$ cat config.mk
export PLATFORM = sky130hd
export DESIGN_NAME = spc_sink_profile
export DESIGN_NICKNAME = d
export VERILOG_FILES = /design/src/pkg/spc_pkg.sv /design/src/spc_nvm_rom.sv /design/src/spc_sink_profile.sv
export SDC_FILE = /design/constraint.sdc
export NUM_CORES = 1
export LEC_CHECK = 0
export BUFFER_PORTS_ARGS = -buffer_cell sky130_fd_sc_hd__buf_2
export CORE_MARGIN = 10
export CORE_UTILIZATION = 31
export DETAILED_ROUTE_END_ITERATION = 10
export PLACE_DENSITY = 0.45
export SLEW_MARGIN = 5
export SYNTH_ARGS = -nofsm -noshare
export SYNTH_HDL_FRONTEND = slang
export SYNTH_HIERARCHICAL = 1
export SYNTH_SLANG_ARGS = --single-unit
$ cat constraint.sdc
create_clock -name clock -period 16.6 [get_ports clock]
set_clock_uncertainty 0.2 [all_clocks]
set_input_delay 0.83 -clock clock [delete_from_list [all_inputs] [get_ports clock]]
set_output_delay 0.83 -clock clock [all_outputs]
set_load 0.1 [all_outputs]
$ cat src/pkg/spc_pkg.sv
// Package with constants, default image and load states of the sink profile block.
package spc_pkg;

  // Non-volatile image word addresses.
  localparam logic [2:0] NVM_ADDR_CFG = 3'h0;
  localparam logic [2:0] NVM_ADDR_CODE1 = 3'h1;
  localparam logic [2:0] NVM_ADDR_CODE2 = 3'h2;
  localparam logic [2:0] NVM_ADDR_CODE3 = 3'h3;
  localparam logic [2:0] NVM_ADDR_FINE = 3'h4;
  localparam logic [2:0] NVM_ADDR_VOLT2 = 3'h5;
  localparam logic [2:0] NVM_ADDR_VOLT3 = 3'h6;
  localparam logic [2:0] NVM_ADDR_LAST = 3'h6;

  // Field positions inside the configuration word.
  localparam int CFG_COUNT_LSB = 0;
  localparam int CFG_GATE_BIT = 2;

  // Default values held in the non-volatile image.
  localparam logic [1:0] DEF_PROFILE_COUNT = 2'h3;
  localparam logic DEF_GATE = 1'h0;
  localparam logic [3:0] DEF_CODE1 = 4'h5;
  localparam logic [3:0] DEF_CODE2 = 4'h5;
  localparam logic [3:0] DEF_CODE3 = 4'h3;
  localparam logic [9:0] DEF_FINE = 10'h0C8;
  localparam logic [9:0] DEF_VOLT2 = 10'h12C;
  localparam logic [9:0] DEF_VOLT3 = 10'h190;

  // Current decoding, all but LUT_COARSE_CODE in units of 10 mA.
  localparam logic [9:0] FINE_MIN = 10'h001;
  localparam logic [9:0] FINE_MAX = 10'h1F4;
  localparam logic [3:0] LUT_COARSE_CODE = 4'hC;
  localparam logic [9:0] LUT_FINE_BASE = 10'h032;
  localparam logic [9:0] LUT_FINE_STEP = 10'h019;
  localparam logic [9:0] LUT_COARSE_BASE = 10'h15E;
  localparam logic [9:0] LUT_COARSE_STEP = 10'h032;

  // Bus voltage figures in millivolts and margins in percent.
  localparam logic [15:0] PROFILE1_MV = 16'h1388;
  localparam logic [15:0] VOLT_UNIT_MV = 16'h0032;
  localparam logic [15:0] DETACH_MV = 16'h0CE4;
  localparam logic [6:0] LOW_MARGIN_PCT = 7'h14;
  localparam logic [6:0] HIGH1_MARGIN_PCT = 7'h0F;
  localparam logic [6:0] HIGH_MARGIN_PCT = 7'h0A;

  typedef enum logic [1:0] {
    SPC_LD_WAIT,
    SPC_LD_READ,
    SPC_LD_DONE
  } spc_load_e;

endpackage : spc_pkg

$ cat src/spc_nvm_rom.sv
// Embedded non-volatile default image with a registered read port.
`timescale 1ns/10ps
`default_nettype none
module spc_nvm_rom
  import spc_pkg::*;
(
  input wire logic clock,
  input wire logic [2:0] addr,
  output logic [15:0] rdData_q
);

  always_ff @(posedge clock) begin
    case (addr)
      NVM_ADDR_CFG: begin
        rdData_q <= 16'(({15'h0, DEF_GATE} << CFG_GATE_BIT)
                   | ({14'h0, DEF_PROFILE_COUNT} << CFG_COUNT_LSB));
      end
      NVM_ADDR_CODE1: rdData_q <= {12'h000, DEF_CODE1};
      NVM_ADDR_CODE2: rdData_q <= {12'h000, DEF_CODE2};
      NVM_ADDR_CODE3: rdData_q <= {12'h000, DEF_CODE3};
      NVM_ADDR_FINE: rdData_q <= {6'h00, DEF_FINE};
      NVM_ADDR_VOLT2: rdData_q <= {6'h00, DEF_VOLT2};
      NVM_ADDR_VOLT3: rdData_q <= {6'h00, DEF_VOLT3};
      default: rdData_q <= 16'h0000;
    endcase
  end

endmodule : spc_nvm_rom
`default_nettype wire

$ cat src/spc_sink_profile.sv
// Sink profile configuration, default load and power path gating.
`timescale 1ns/10ps
`default_nettype none

module spc_sink_profile
  import spc_pkg::*;
(
  input wire logic clock,
  input wire logic reset,
  input wire logic coreRegulatorGood,
  input wire logic cfgWrite,
  input wire logic [2:0] cfgAddr,
  input wire logic [15:0] cfgData,
  input wire logic sourceAttached,
  input wire logic contractValid,
  input wire logic [1:0] contractProfile,
  input wire logic [2:0] sourceOffers,
  input wire logic deadBattery,
  input wire logic [15:0] vbusMv,
  output logic loadDone_q,
  output logic [1:0] profileCount_q,
  output logic highVoltageOnlyGate_q,
  output logic [9:0] profileCurrent1_q,
  output logic [9:0] profileCurrent2_q,
  output logic [9:0] profileCurrent3_q,
  output logic [15:0] profileVoltage2_q,
  output logic [15:0] profileVoltage3_q,
  output logic [1:0] requestProfile_q,
  output logic [9:0] requestCurrent_q,
  output logic [15:0] busLowLimit_q,
  output logic [15:0] busHighLimit_q,
  output logic vbusPresent_q,
  output logic vbusOutOfRange_q,
  output logic powerPathEnable_q
);

  function automatic logic [9:0] decodeCurrent(input logic [3:0] code,
                                               input logic [9:0] fine);
    logic [9:0] r;
    r = 10'h000;
    if (code == 4'h0) begin
      if (fine > FINE_MAX) begin
        r = FINE_MAX;
      end else if (fine < FINE_MIN) begin
        r = FINE_MIN;
      end else begin
        r = fine;
      end
    end else if (code < LUT_COARSE_CODE) begin
      r = 10'(LUT_FINE_BASE + LUT_FINE_STEP * 10'(code - 4'h1));
    end else begin
      r = 10'(LUT_COARSE_BASE
              + LUT_COARSE_STEP * 10'(code - LUT_COARSE_CODE));
    end
    return r;
  endfunction : decodeCurrent

  function automatic logic [15:0] marginMv(input logic [15:0] nom,
                                           input logic [6:0] pct);
    return 16'((32'(nom) * 32'(pct)) / 32'h64);
  endfunction : marginMv

  // Pin synchroniser for the regulator-good level.
  logic porSync1_q;
  logic porSync2_q;
  logic porSync3_q;
  logic porGood_q;

  always_ff @(posedge clock) begin
    porSync1_q <= coreRegulatorGood;
    porSync2_q <= porSync1_q;
    porSync3_q <= porSync2_q;
  end

  always_ff @(posedge clock) begin
    if (reset) begin
      porGood_q <= 1'b0;
    end else if (porSync2_q == porSync3_q) begin
      porGood_q <= porSync3_q;
    end
  end

  // Load sequencer.
  spc_load_e loadState_q;
  logic [2:0] romAddr_q;
  logic [2:0] capAddr_q;
  logic capValid_q;
  logic [15:0] romData;

  spc_nvm_rom nvm (
    .clock(clock),
    .addr(romAddr_q),
    .rdData_q(romData)
  );

  // The image is read again whenever the regulator drops, since a real
  // brown-out would have wiped the register contents as well.
  always_ff @(posedge clock) begin
    if (reset) begin
      loadState_q <= SPC_LD_WAIT;
      romAddr_q <= NVM_ADDR_CFG;
      capValid_q <= 1'b0;
      capAddr_q <= NVM_ADDR_CFG;
    end else if (!porGood_q) begin
      loadState_q <= SPC_LD_WAIT;
      romAddr_q <= NVM_ADDR_CFG;
      capValid_q <= 1'b0;
    end else begin
      capValid_q <= 1'b0;
      case (loadState_q)
        SPC_LD_WAIT: begin
          loadState_q <= SPC_LD_READ;
          romAddr_q <= NVM_ADDR_CFG;
        end
        SPC_LD_READ: begin
          capValid_q <= 1'b1;
          capAddr_q <= romAddr_q;
          if (romAddr_q == NVM_ADDR_LAST) begin
            loadState_q <= SPC_LD_DONE;
          end else begin
            romAddr_q <= 3'(romAddr_q + 3'h1);
          end
        end
        SPC_LD_DONE: loadState_q <= SPC_LD_DONE;
        default: loadState_q <= SPC_LD_WAIT;
      endcase
    end
  end

  // Done only after the last word has landed in the registers.
  always_ff @(posedge clock) begin
    if (reset) begin
      loadDone_q <= 1'b0;
    end else begin
      loadDone_q <= (loadState_q == SPC_LD_DONE) && !capValid_q
                    && porGood_q;
    end
  end

  // Configuration registers: image words during load, host writes after.
  logic wrEn;
  logic [2:0] wrAddr;
  logic [15:0] wrData;
  logic [3:0] code1_q;
  logic [3:0] code2_q;
  logic [3:0] code3_q;
  logic [9:0] fine_q;
  logic [9:0] volt2_q;
  logic [9:0] volt3_q;

  always_comb begin
    wrEn = capValid_q || (cfgWrite && loadDone_q);
    wrAddr = capValid_q ? capAddr_q : cfgAddr;
    wrData = capValid_q ? romData : cfgData;
  end

  always_ff @(posedge clock) begin
    if (reset) begin
      profileCount_q <= DEF_PROFILE_COUNT;
      highVoltageOnlyGate_q <= DEF_GATE;
      code1_q <= DEF_CODE1;
      code2_q <= DEF_CODE2;
      code3_q <= DEF_CODE3;
      fine_q <= DEF_FINE;
      volt2_q <= DEF_VOLT2;
      volt3_q <= DEF_VOLT3;
    end else if (wrEn) begin
      case (wrAddr)
        NVM_ADDR_CFG: begin
          profileCount_q <= wrData[CFG_COUNT_LSB +: 2];
          highVoltageOnlyGate_q <= wrData[CFG_GATE_BIT];
        end
        NVM_ADDR_CODE1: code1_q <= wrData[3:0];
        NVM_ADDR_CODE2: code2_q <= wrData[3:0];
        NVM_ADDR_CODE3: code3_q <= wrData[3:0];
        NVM_ADDR_FINE: fine_q <= wrData[9:0];
        NVM_ADDR_VOLT2: volt2_q <= wrData[9:0];
        NVM_ADDR_VOLT3: volt3_q <= wrData[9:0];
        default: profileCount_q <= profileCount_q;
      endcase
    end
  end

  // Decoded profile table.
  always_ff @(posedge clock) begin
    if (reset) begin
      profileCurrent1_q <= 10'h000;
      profileCurrent2_q <= 10'h000;
      profileCurrent3_q <= 10'h000;
      profileVoltage2_q <= 16'h0000;
      profileVoltage3_q <= 16'h0000;
    end else begin
      profileCurrent1_q <= decodeCurrent(code1_q, fine_q);
      profileCurrent2_q <= decodeCurrent(code2_q, fine_q);
      profileCurrent3_q <= decodeCurrent(code3_q, fine_q);
      profileVoltage2_q <= 16'(32'(volt2_q) * 32'(VOLT_UNIT_MV));
      profileVoltage3_q <= 16'(32'(volt3_q) * 32'(VOLT_UNIT_MV));
    end
  end

  // Active profile count and the profile whose window is watched.
  logic [1:0] activeCount;
  logic [1:0] watched;
  logic [15:0] nominal;
  logic [15:0] lowLimit;
  logic [15:0] highLimit;
  logic inWindow;

  always_comb begin
    activeCount = (profileCount_q == 2'h0) ? 2'h1 : profileCount_q;
    watched = (contractValid && contractProfile != 2'h0
               && contractProfile <= activeCount) ? contractProfile : 2'h1;
    case (watched)
      2'h2: nominal = profileVoltage2_q;
      2'h3: nominal = profileVoltage3_q;
      default: nominal = PROFILE1_MV;
    endcase
    lowLimit = 16'(nominal - marginMv(nominal, LOW_MARGIN_PCT));
    if (watched == 2'h1) begin
      highLimit = 16'(nominal + marginMv(nominal, HIGH1_MARGIN_PCT));
    end else begin
      highLimit = 16'(nominal + marginMv(nominal, HIGH_MARGIN_PCT));
    end
    inWindow = (vbusMv >= lowLimit) && (vbusMv <= highLimit);
  end

  always_ff @(posedge clock) begin
    if (reset) begin
      busLowLimit_q <= 16'h0000;
      busHighLimit_q <= 16'h0000;
      vbusOutOfRange_q <= 1'b0;
    end else begin
      busLowLimit_q <= lowLimit;
      busHighLimit_q <= highLimit;
      vbusOutOfRange_q <= vbusPresent_q && !inWindow;
    end
  end

  // Attach inside the profile one window, detach only below the fixed floor.
  always_ff @(posedge clock) begin
    if (reset) begin
      vbusPresent_q <= 1'b0;
    end else if (vbusMv < DETACH_MV) begin
      vbusPresent_q <= 1'b0;
    end else if (inWindow && watched == 2'h1) begin
      vbusPresent_q <= 1'b1;
    end
  end

  // Request selection: profile three outranks two, two outranks one.
  always_ff @(posedge clock) begin
    if (reset) begin
      requestProfile_q <= 2'h1;
      requestCurrent_q <= 10'h000;
    end else if (sourceOffers[2] && activeCount == 2'h3) begin
      requestProfile_q <= 2'h3;
      requestCurrent_q <= profileCurrent3_q;
    end else if (sourceOffers[1] && activeCount >= 2'h2) begin
      requestProfile_q <= 2'h2;
      requestCurrent_q <= profileCurrent2_q;
    end else begin
      requestProfile_q <= 2'h1;
      requestCurrent_q <= profileCurrent1_q;
    end
  end

  // Power path. With the gate set the source stays attached on CC and a
  // later profile 2 or 3 contract within the active profile count still closes the path; nothing here tears down the link.
  logic highContract;

  always_comb begin
    highContract = contractValid && contractProfile >= 2'h2
                   && contractProfile <= activeCount;
  end

  always_ff @(posedge clock) begin
    if (reset || !loadDone_q) begin
      powerPathEnable_q <= 1'b0;
    end else if (!sourceAttached) begin
      powerPathEnable_q <= 1'b0;
    end else if (highVoltageOnlyGate_q) begin
      powerPathEnable_q <= highContract;
    end else if (deadBattery) begin
      powerPathEnable_q <= vbusPresent_q && inWindow;
    end else begin
      powerPathEnable_q <= 1'b1;
    end
  end

endmodule : spc_sink_profile
`default_nettype wire

==> results of run 1 <==
[metal layers]
layer | track usage | part of all wire
met3 | 0.0262 | 0.036
met2 | 0.340 | 0.49
met4 | 0.0472 | 0.016
met1 | 0.248 | 0.46
met5 | 0 | 0.00064
[worst min path at each step]
stage | startpoint | end | slack (ps) | cells after the start
2_1_floorplan | porSync1_q$_DFF_P_ | porSync2_q$_DFF_P_ | 110 | 0
3_3_place_gp | porSync1_q$_DFF_P_ | porSync2_q$_DFF_P_ | 110 | 0
3_5_place_dp | porSync1_q$_DFF_P_ | porSync2_q$_DFF_P_ | 120 | 0
4_1_cts | porSync1_q$_DFF_P_ | porSync2_q$_DFF_P_ | 140 | 0
5_1_grt | porSync1_q$_DFF_P_ | porSync2_q$_DFF_P_ | 140 | 0
6_report | porSync1_q$_DFF_P_ | porSync2_q$_DFF_P_ | 140 | 0
[flip-flops by register name (all words and copies together) (netlist names), 2 cells and up]
name / cells
busHighLimit_q: 16
busLowLimit_q: 16
capAddr_q: 3
code1_q: 4
code2_q: 4
code3_q: 4
fine_q: 10
loadState_q: 2
nvm/rdData_q: 9
profileCount_q: 2
profileCurrent1_q: 10
profileCurrent2_q: 10
profileCurrent3_q: 10
profileVoltage2_q: 15
profileVoltage3_q: 15
requestCurrent_q: 10
requestProfile_q: 2
romAddr_q: 3
volt2_q: 10
volt3_q: 10
[metrics by stage]
stage / setup slack [ps] / TNS (ps) / util / instances
detailed placement: -1230 / -3200 / 0.406 / 4502
finish: 389 / 0 / 0.441 / 4602
global route: -292 / -684 / 0.441 / 4601
global placement: -970 / -2500 / 0.406 / 4502
CTS: 0.220 / 0 / 0.422 / 4555
floorplan: 2.01 / 0 / - / 2840
[layout make-up]
cell class,instances,share of cell area
multi-input combinational,2329,0.610
timing repair buffer,870,0.197
sequential,175,0.109
tap,959,0.0373
inverter,236,0.0279
clock buffer,18,0.0134
clock inverter,14,0.00510
antenna,1,0.0000779
[worst max-delay path: cells and delay by family]
family          cells  cell delay, ps
xor+xnor            1             150
simple gates       21            4000
mux                 3             710
compound gates     32            6350
buf+inv            11            1190
fa+ha+maj          10            3130
[cells in the final DEF, fill, tap and decap left out, types with 21 or more instances in the layout]
| cell type | n |
|---|---|
| mux2i_1 | 34 |
| inv_1 | 216 |
| ha_1 | 289 |
| nor2b_1 | 33 |
| o21ai_0 | 92 |
| buf_6 | 22 |
| o21ai_1 | 27 |
| and2_1 | 28 |
| nand3_1 | 72 |
| and3_1 | 22 |
| buf_4 | 692 |
| a21oi_2 | 32 |
| a21oi_1 | 145 |
| a211oi_1 | 70 |
| o21ai_2 | 22 |
| o211ai_1 | 52 |
| a21o_1 | 48 |
| xnor2_1 | 99 |
| a311oi_1 | 21 |
| nor3_1 | 55 |
| nand2b_1 | 21 |
| buf_2 | 148 |
| o21bai_1 | 26 |
| nor2_1 | 257 |
| fa_1 | 59 |
| nand2_1 | 182 |
| xor2_1 | 39 |
| dfxtp_1 | 174 |
| o21a_1 | 24 |
[what timing repair did]
action,CTS,global route
setup buffers,21,48
gates resized for setup,87,230
pin swaps,35,163
hold endpoints to repair,0,0
endpoints found under the setup margin,3,5
==> impl_results.md, run 1 <==
* DR WL/cell at 18.8 um
* Worst r2r dst: powerPathEnable_q$_SDFF_PP0_
* CTS buffer count at 17
* DRT iter0 DRCs at 995
* Total gr overflow at 0
* Ys Warns at 6
* Startpoint Class: input pin
* CP startpoint: contractProfile[1]
* Via count at 24200
* FMAX at 61.7 MHz
* Area Overhead vs Synth at 41.5%
* CTS tree: done
* Largest net degree at the start of global routing at 89
* DR pass1 iterations at 5
* Origin of the critical flop-to-flop path: profileCount_q[1]$_SDFFE_PP1P_
* Worst Hold Class: reg -> reg
* Vias per cell at 5.25
* WS Path Type: in -> reg
* CP endpoint: powerPathEnable_q$_SDFF_PP0_
* Endpoints failing setup at 0
* Worst EP arrival at 16400 ps
* CTS sink cnt at 175
* Area of the multi-input gates at 19600 um^2
* Slowest Stage Delay on Critical Path at 520 ps
* Syn Inst Count at 2839
* GP Congestion at 0.897
* Row count at 99
* Hold Vio Cnt, Final at 0
* Root buffer cell: clkbuf_16
* Die X-Extent at 291 um
* DP Area at 29600 um^2
* CP max FO at 6
* Post-route cell area at 32100 um^2
* Drt total wl at 86300 um
* Die area at 84500 um^2
* Clk slew on worst S/H paths at 70 ps
* Vias in the first global route at 24200
* Slew @ Worst Pin at 1240 ps
* Status: finished, final reports clean
* Register-to-Register Setup Slack at 430 ps
* Post-Syn Area at 22700 um^2
* Total track usage at 0.194
* Worst Path Required at 16790 ps
* Port Buf Inserts at 150
* Dpl hpwl at 71200 um
* Clk_lat worst skew at 490 ps
* Layout cells sized above 1 at 0.354
* Count of pins over their slew limit at 0
* Initial antenna violation count at 5
* WHS at 137 ps
* Clock Path Buffers at 2
* CTS HTree Levels at 4
* Drt drc at 0
* Most common cell type on the critical path: a21oi_2
* Sequential standard cell area at 3510 um^2
* Slew HR at 0.165
* Detail Route Antenna Nets at 0
* Final period util at 0.977
* IO Pins at 160
* Initial Utilization at 0.312
* CP max-delay cell: or4_4
* Setup crit end kind: flop
* Minimum clock period after layout at 16210 ps
* Fill count at 7304
* Core area at 72800 um^2
* Total Nets Final at 4039
* Die span in y at 291 um
* Max-Cap Viols at 0
* Avg Inst Size Synth at 8.00 um^2
* First-pass GRT wire length at 134000 um
* Worst r2r path cells at 78
* RSZ-0062 raised after global routing: true
* Hold buffer count at cts at 0
Power of run 1 is left out: the tool's default activity adds up to more than one toggle a clock period on the data nets, which glitch-free logic cannot reach.
==> run 2: changes to the inputs <==
- SETUP_SLACK_MARGIN: not set -> 0.4
==> impl_results.md, run 2 (synthesis gave the netlist of run 1 again) <==
* Die X-Extent at 291 um (unchanged)
* Drt total wl at 85800 um (was 86300 um)
* Row count at 99 (unchanged)
* Setup crit end kind: flop (unchanged)
* Max-Cap Viols at 0 (unchanged)
* RSZ-0062 raised after global routing: true (unchanged)
* Total gr overflow at 0 (unchanged)
* Endpoints failing setup at 0 (unchanged)
* Buf+Inv Stages, Crit Path at 6 (was 11)
* Die area at 84500 um^2 (unchanged)
* Worst Hold Class: reg -> reg (unchanged)
* Clk slew on worst S/H paths at 70 ps (about the same)
* CP max FO at 6 (unchanged)
* Most common cell type on the critical path: a21oi_2 (unchanged)
* GP Congestion at 0.904 (was 0.897)
* FMAX at 62.7 MHz (was 61.7 MHz)
* First-pass GRT wire length at 133000 um (was 134000 um)
* Commonest cells after routing, fill and taps aside: buf_4, ha_1, nor2_1 (unchanged)
* DRT iter0 DRCs at 1275 (was 995)
* Clock Path Buffers at 2 (unchanged)
* Initial antenna violation count at 7 (was 5)
* Initial Utilization at 0.312 (unchanged)
* Hold Vio Cnt, Final at 0 (unchanged)
* Core area at 72800 um^2 (unchanged)
* Delay-heaviest family, CP: compound AO/OA/AOI/OAI gates (unchanged)
* Startpoint Class: input pin (unchanged)
* CTS sink cnt at 175 (unchanged)
* Most common cell after layout, fill and taps aside: buf_4 (unchanged)
* CTS HTree Levels at 4 (unchanged)
* Clk_lat worst skew at 490 ps (about the same)
* CP startpoint: contractProfile[1] (unchanged)
* CP max-delay cell: or4_4 (unchanged)
* Root buffer cell: clkbuf_16 (unchanged)
* CTS tree: done (unchanged)
* Detail Route Antenna Nets at 0 (unchanged)
* Sum of negative setup slack at 0 ps (unchanged)
* HP Start: porSync1_q$_DFF_P_ (unchanged)
* Dpl hpwl at 69100 um (was 71200 um)
* WS Path Type: in -> reg (unchanged)
* Drt drc at 0 (unchanged)
* DR WL/cell at 18.6 um (was 18.8 um)
* Biggest registers after layout: busHighLimit_q: 16 flops, busLowLimit_q: 16 flops (unchanged)
* Slew @ Worst Pin at 1180 ps (was 1240 ps)
* Layout cells sized above 1 at 0.375 (was 0.354)
* Area Overhead vs Synth at 44.8% (was 41.5%)
* Slew HR at 0.189 (was 0.165)
* Total Nets Final at 4063 (was 4039)
* Via count at 24300 (was 24200)
* Worst Path Required at 16780 ps (was 16790 ps)
* CTS buffer count at 17 (unchanged)
* DR pass1 iterations at 5 (unchanged)
* Vias in the first global route at 24000 (was 24200)
* Total track usage at 0.192 (was 0.194)
* Hold buffer count at cts at 0 (unchanged)
* IO Pins at 160 (unchanged)
* Final period util at 0.961 (was 0.977)
* Largest net degree at the start of global routing at 73 (was 89)
* Minimum clock period after layout at 15960 ps (was 16210 ps)
* Count of pins over their slew limit at 0 (unchanged)
* Slowest Stage Delay on Critical Path at 530 ps (was 520 ps)
* Port Buf Inserts at 150 (unchanged)
* Die span in y at 291 um (unchanged)
* Status: finished, final reports clean (unchanged)
* Ant. Diodes at 0 (was 1)
* Origin of the critical flop-to-flop path: profileCount_q[1]$_SDFFE_PP1P_ (unchanged)
* Vias per cell at 5.25 (about the same)
* Worst EP arrival at 16130 ps (was 16400 ps)
[run 2: worst paths after layout]
check / endpoint / slack (ps) / cells past startpoint
max: powerPathEnable_q$_SDFF_PP0_ / 640 / 73
min: porSync2_q$_DFF_P_ / 130 / 0
max reg2reg: powerPathEnable_q$_SDFF_PP0_ / 700 / 73
min reg2reg: porSync2_q$_DFF_P_ / 130 / 0
[run 2: cell type report]
cell class                      instances  area [um^2]
Clock buffer                           20          447
Sequential cell                       175         3510
Clock inverter                         12          140
Inverter                              236          901
Timing Repair Buffer                  894         6570
Multi-Input combinational cell       2329        20100
Fill cell                            7227        40000
Tap cell                              959         1200
[run 2: layer usage]
| metal | global-route usage | vias up | wire length, um |
|---|---|---|---|
| met4 | 0.0373 | 8 | 1150 |
| li1 | - | 12100 | - |
| met1 | 0.255 | 11700 | 40400 |
| met2 | 0.322 | 450 | 40800 |
| met3 | 0.0318 | 77 | 3390 |
| met5 | 0 | - | 75 |
[run 2: worst reg2reg max path, delay by kind of cell (launching register included)]
family | cells | cell delay (ps)
flops | 1 | 390
compound gates | 30 | 5880
fa+ha+maj | 10 | 3090
buf+inv | 6 | 590
mux | 4 | 1060
simple gates | 23 | 4570
[run 2: timing repair]
| action | in CTS | in global routing |
|---|---|---|
| cloned | 0 | 1 |
| pin swaps | 60 | 158 |
| setup buffers | 32 | 85 |
| setup endpoints to repair | 3 | 7 |
| resized for setup | 111 | 275 |
[run 2: metrics by stage]
stage	hold WS, ps	cell area [um^2]	utilization	instances	worst slack [ps]
4_1_cts	130	30900	0.424	4539	403
3_3_place_gp	117	29500	0.405	4475	-721
2_1_floorplan	110	23300	-	2840	280
3_5_place_dp	113	29500	0.405	4475	-870
6_report	130	32900	0.451	4625	642
5_1_grt	131	32900	0.451	4625	46.2
Power of run 2 is left out for the same reason.
==> run 3: changes to the inputs <==
- PLACE_DENSITY: 0.45 -> 0.44
- clock period: 16.6 -> 17.9 ns (I/O delays scaled with it)
==> impl_results.md, run 3 (synthesis gave the netlist of run 1 again) <==
* Initial antenna violation count at 8 (was 7)
* Worst Hold Class: reg -> reg (unchanged)
* Slew HR at 0.231 (was 0.189)
* IO Pins at 160 (unchanged)
* Placed cells at 4248 (was 4475)
* Row count at 99 (unchanged)
* HP Start: porSync1_q$_DFF_P_ (unchanged)
* Most common cell type on the critical path: nor2_1 (was a21oi_2)
* Startpoint Class: input pin (unchanged)
* Hold Vio Cnt, Final at 0 (unchanged)
* CP max FO at 8 (was 6)
* Worst Path Required at 18060 ps (was 16780 ps)
* Worst r2r dst: powerPathEnable_q$_SDFF_PP0_ (unchanged)
* Total gr overflow at 0 (unchanged)
* Register-to-Register Setup Slack at 1260 ps (was 700 ps)
* Drt total wl at 83600 um (was 85800 um)
* Clock Path Buffers at 2 (unchanged)
* CTS tree: done (unchanged)
* Final std cells w/o fill at 4343 (was 4625)
* Largest net degree at the start of global routing at 71 (was 73)
* Port Buf Inserts at 150 (unchanged)
* Core area at 72800 um^2 (unchanged)
* Detail Route Antenna Nets at 0 (unchanged)
* WS Path Type: in -> reg (unchanged)
* Via count at 23300 (was 24300)
* Max-Cap Viols at 0 (unchanged)
* Commonest cells after routing, fill and taps aside: buf_4, ha_1, nor2_1 (unchanged)
* Total Nets Final at 3780 (was 4063)
* Slowest Stage Delay on Critical Path at 530 ps (about the same)
* Total track usage at 0.188 (was 0.192)
* Drt drc at 0 (unchanged)
* Worst Hold Path EP: porSync2_q$_DFF_P_ (unchanged)
* Most common cell after layout, fill and taps aside: buf_4 (unchanged)
* Minimum clock period after layout at 16840 ps
* Clk_lat worst skew at 490 ps (about the same)
* Die span in y at 291 um (unchanged)
* CTS HTree Levels at 4 (unchanged)
* Worst r2r path cells at 76 (was 73)
* DRT iter0 DRCs at 1264 (was 1275)
* CTS sink cnt at 175 (unchanged)
* Layout cells sized above 1 at 0.279 (was 0.375)
* Setup crit end kind: flop (unchanged)
* Biggest registers after layout: busHighLimit_q: 16 flops, busLowLimit_q: 16 flops (unchanged)
* Endpoints failing setup at 0 (unchanged)
* Fill count at 7504 (was 7227)
* Vias in the first global route at 23200 (was 24000)
* CP max-delay cell: fa_1 (was or4_4)
* Dpl hpwl at 69100 um (about the same)
* GP Congestion at 0.886 (was 0.904)
* Area Overhead vs Synth at 30.0% (was 44.8%)
* Status: finished, final reports clean (unchanged)
* Initial Utilization at 0.312 (unchanged)
* First-pass GRT wire length at 129000 um (was 133000 um)
* Origin of the critical flop-to-flop path: profileCount_q[1]$_SDFFE_PP1P_ (unchanged)
* Final period util at 0.941
* Vias per cell at 5.37 (was 5.25)
* Hold path cells at 0 (unchanged)
* FMAX at 59.4 MHz
* Buf+Inv Stages, Crit Path at 8 (was 6)
* Die X-Extent at 291 um (unchanged)
* Worst EP arrival at 17010 ps (was 16130 ps)
* Clk slew on worst S/H paths at 80 ps (was 70 ps)
* RSZ-0062 raised after global routing: true (unchanged)
* DR pass1 iterations at 5 (unchanged)
* Slew @ Worst Pin at 1150 ps (was 1180 ps)
* DR WL/cell at 19.3 um (was 18.6 um)
* Count of pins over their slew limit at 0 (unchanged)
* Die area at 84500 um^2 (unchanged)
* Delay-heaviest family, CP: compound AO/OA/AOI/OAI gates (unchanged)
* Root buffer cell: clkbuf_16 (unchanged)
* CTS buffer count at 17 (unchanged)
==> run 3: changes by cell type in the layout (fill, tap and decap cells not counted), sizes merged <==
cell,delta
bufinv,+1
inv,-4
buf,-282
clkbuf,-3
clkinv,+5
diode,+1
==> run 3: cell type report <==
type	instances	area, um^2	area share
Tap cell	959	1200	0.0406
Clock buffer	18	429	0.0145
Sequential cell	175	3510	0.119
Timing Repair Buffer	611	4290	0.145
Clock inverter	14	198	0.00669
Antenna cell	1	2.50	0.0000847
Multi-Input combinational cell	2329	19000	0.644
Inverter	236	900	0.0305
==> run 3: through the flow <==
step | hold WS [ps] | setup TNS [ps] | setup WS, ps | area, um^2 | utilization
2_1_floorplan | 110 | 0 | 425 | 22800 | -
3_3_place_gp | 110 | -168 | -101 | 27300 | 0.375
3_5_place_dp | 123 | -376 | -255 | 27300 | 0.375
4_1_cts | 125 | 0 | 434 | 28000 | 0.384
5_1_grt | 140 | 0 | 255 | 29500 | 0.405
6_report | 115 | 0 | 1060 | 29500 | 0.406
==> run 3: worst max path at each step <==
stage                       startpoint                           end  slack [ps]  cells after the start
floorplan           contractProfile[0]  powerPathEnable_q$_SDFF_PP0_         430                     82
global placement    contractProfile[1]  powerPathEnable_q$_SDFF_PP0_        -100                     82
detailed placement  contractProfile[1]  powerPathEnable_q$_SDFF_PP0_        -260                     78
CTS                 contractProfile[1]  powerPathEnable_q$_SDFF_PP0_         430                     78
global route        contractProfile[1]  powerPathEnable_q$_SDFF_PP0_         250                     80
finish              contractProfile[1]  powerPathEnable_q$_SDFF_PP0_        1060                     76
==> run 3: per-layer routing <==
metal  global-route usage  wire length [um]
met1                0.239             37800
met2                0.329             40600
met3               0.0288              3460
met4               0.0421              1670
met5                    0                61
==> run 3: timing repair <==
item,in CTS,in global routing
hold buffers,0,0
cloned,0,2
pin swaps,3,83
endpoints found under the setup margin,3,4
resized for setup,12,239
buffers inserted,3,57
==> run 3: worst register-to-register path, delay by kind of cell (launching register included) <==
| family | cells | cell delay [ps] |
|---|---|---|
| AOI/OAI and AO/OA | 33 | 6950 |
| xor gates and xnor gates | 1 | 140 |
| adders and majority gates | 11 | 3770 |
| buffers and inverters | 8 | 1070 |
| DFF | 1 | 360 |
| muxes | 3 | 820 |
| and+or+nand+nor | 20 | 3220 |
Power of run 3 is left out for the same reason.
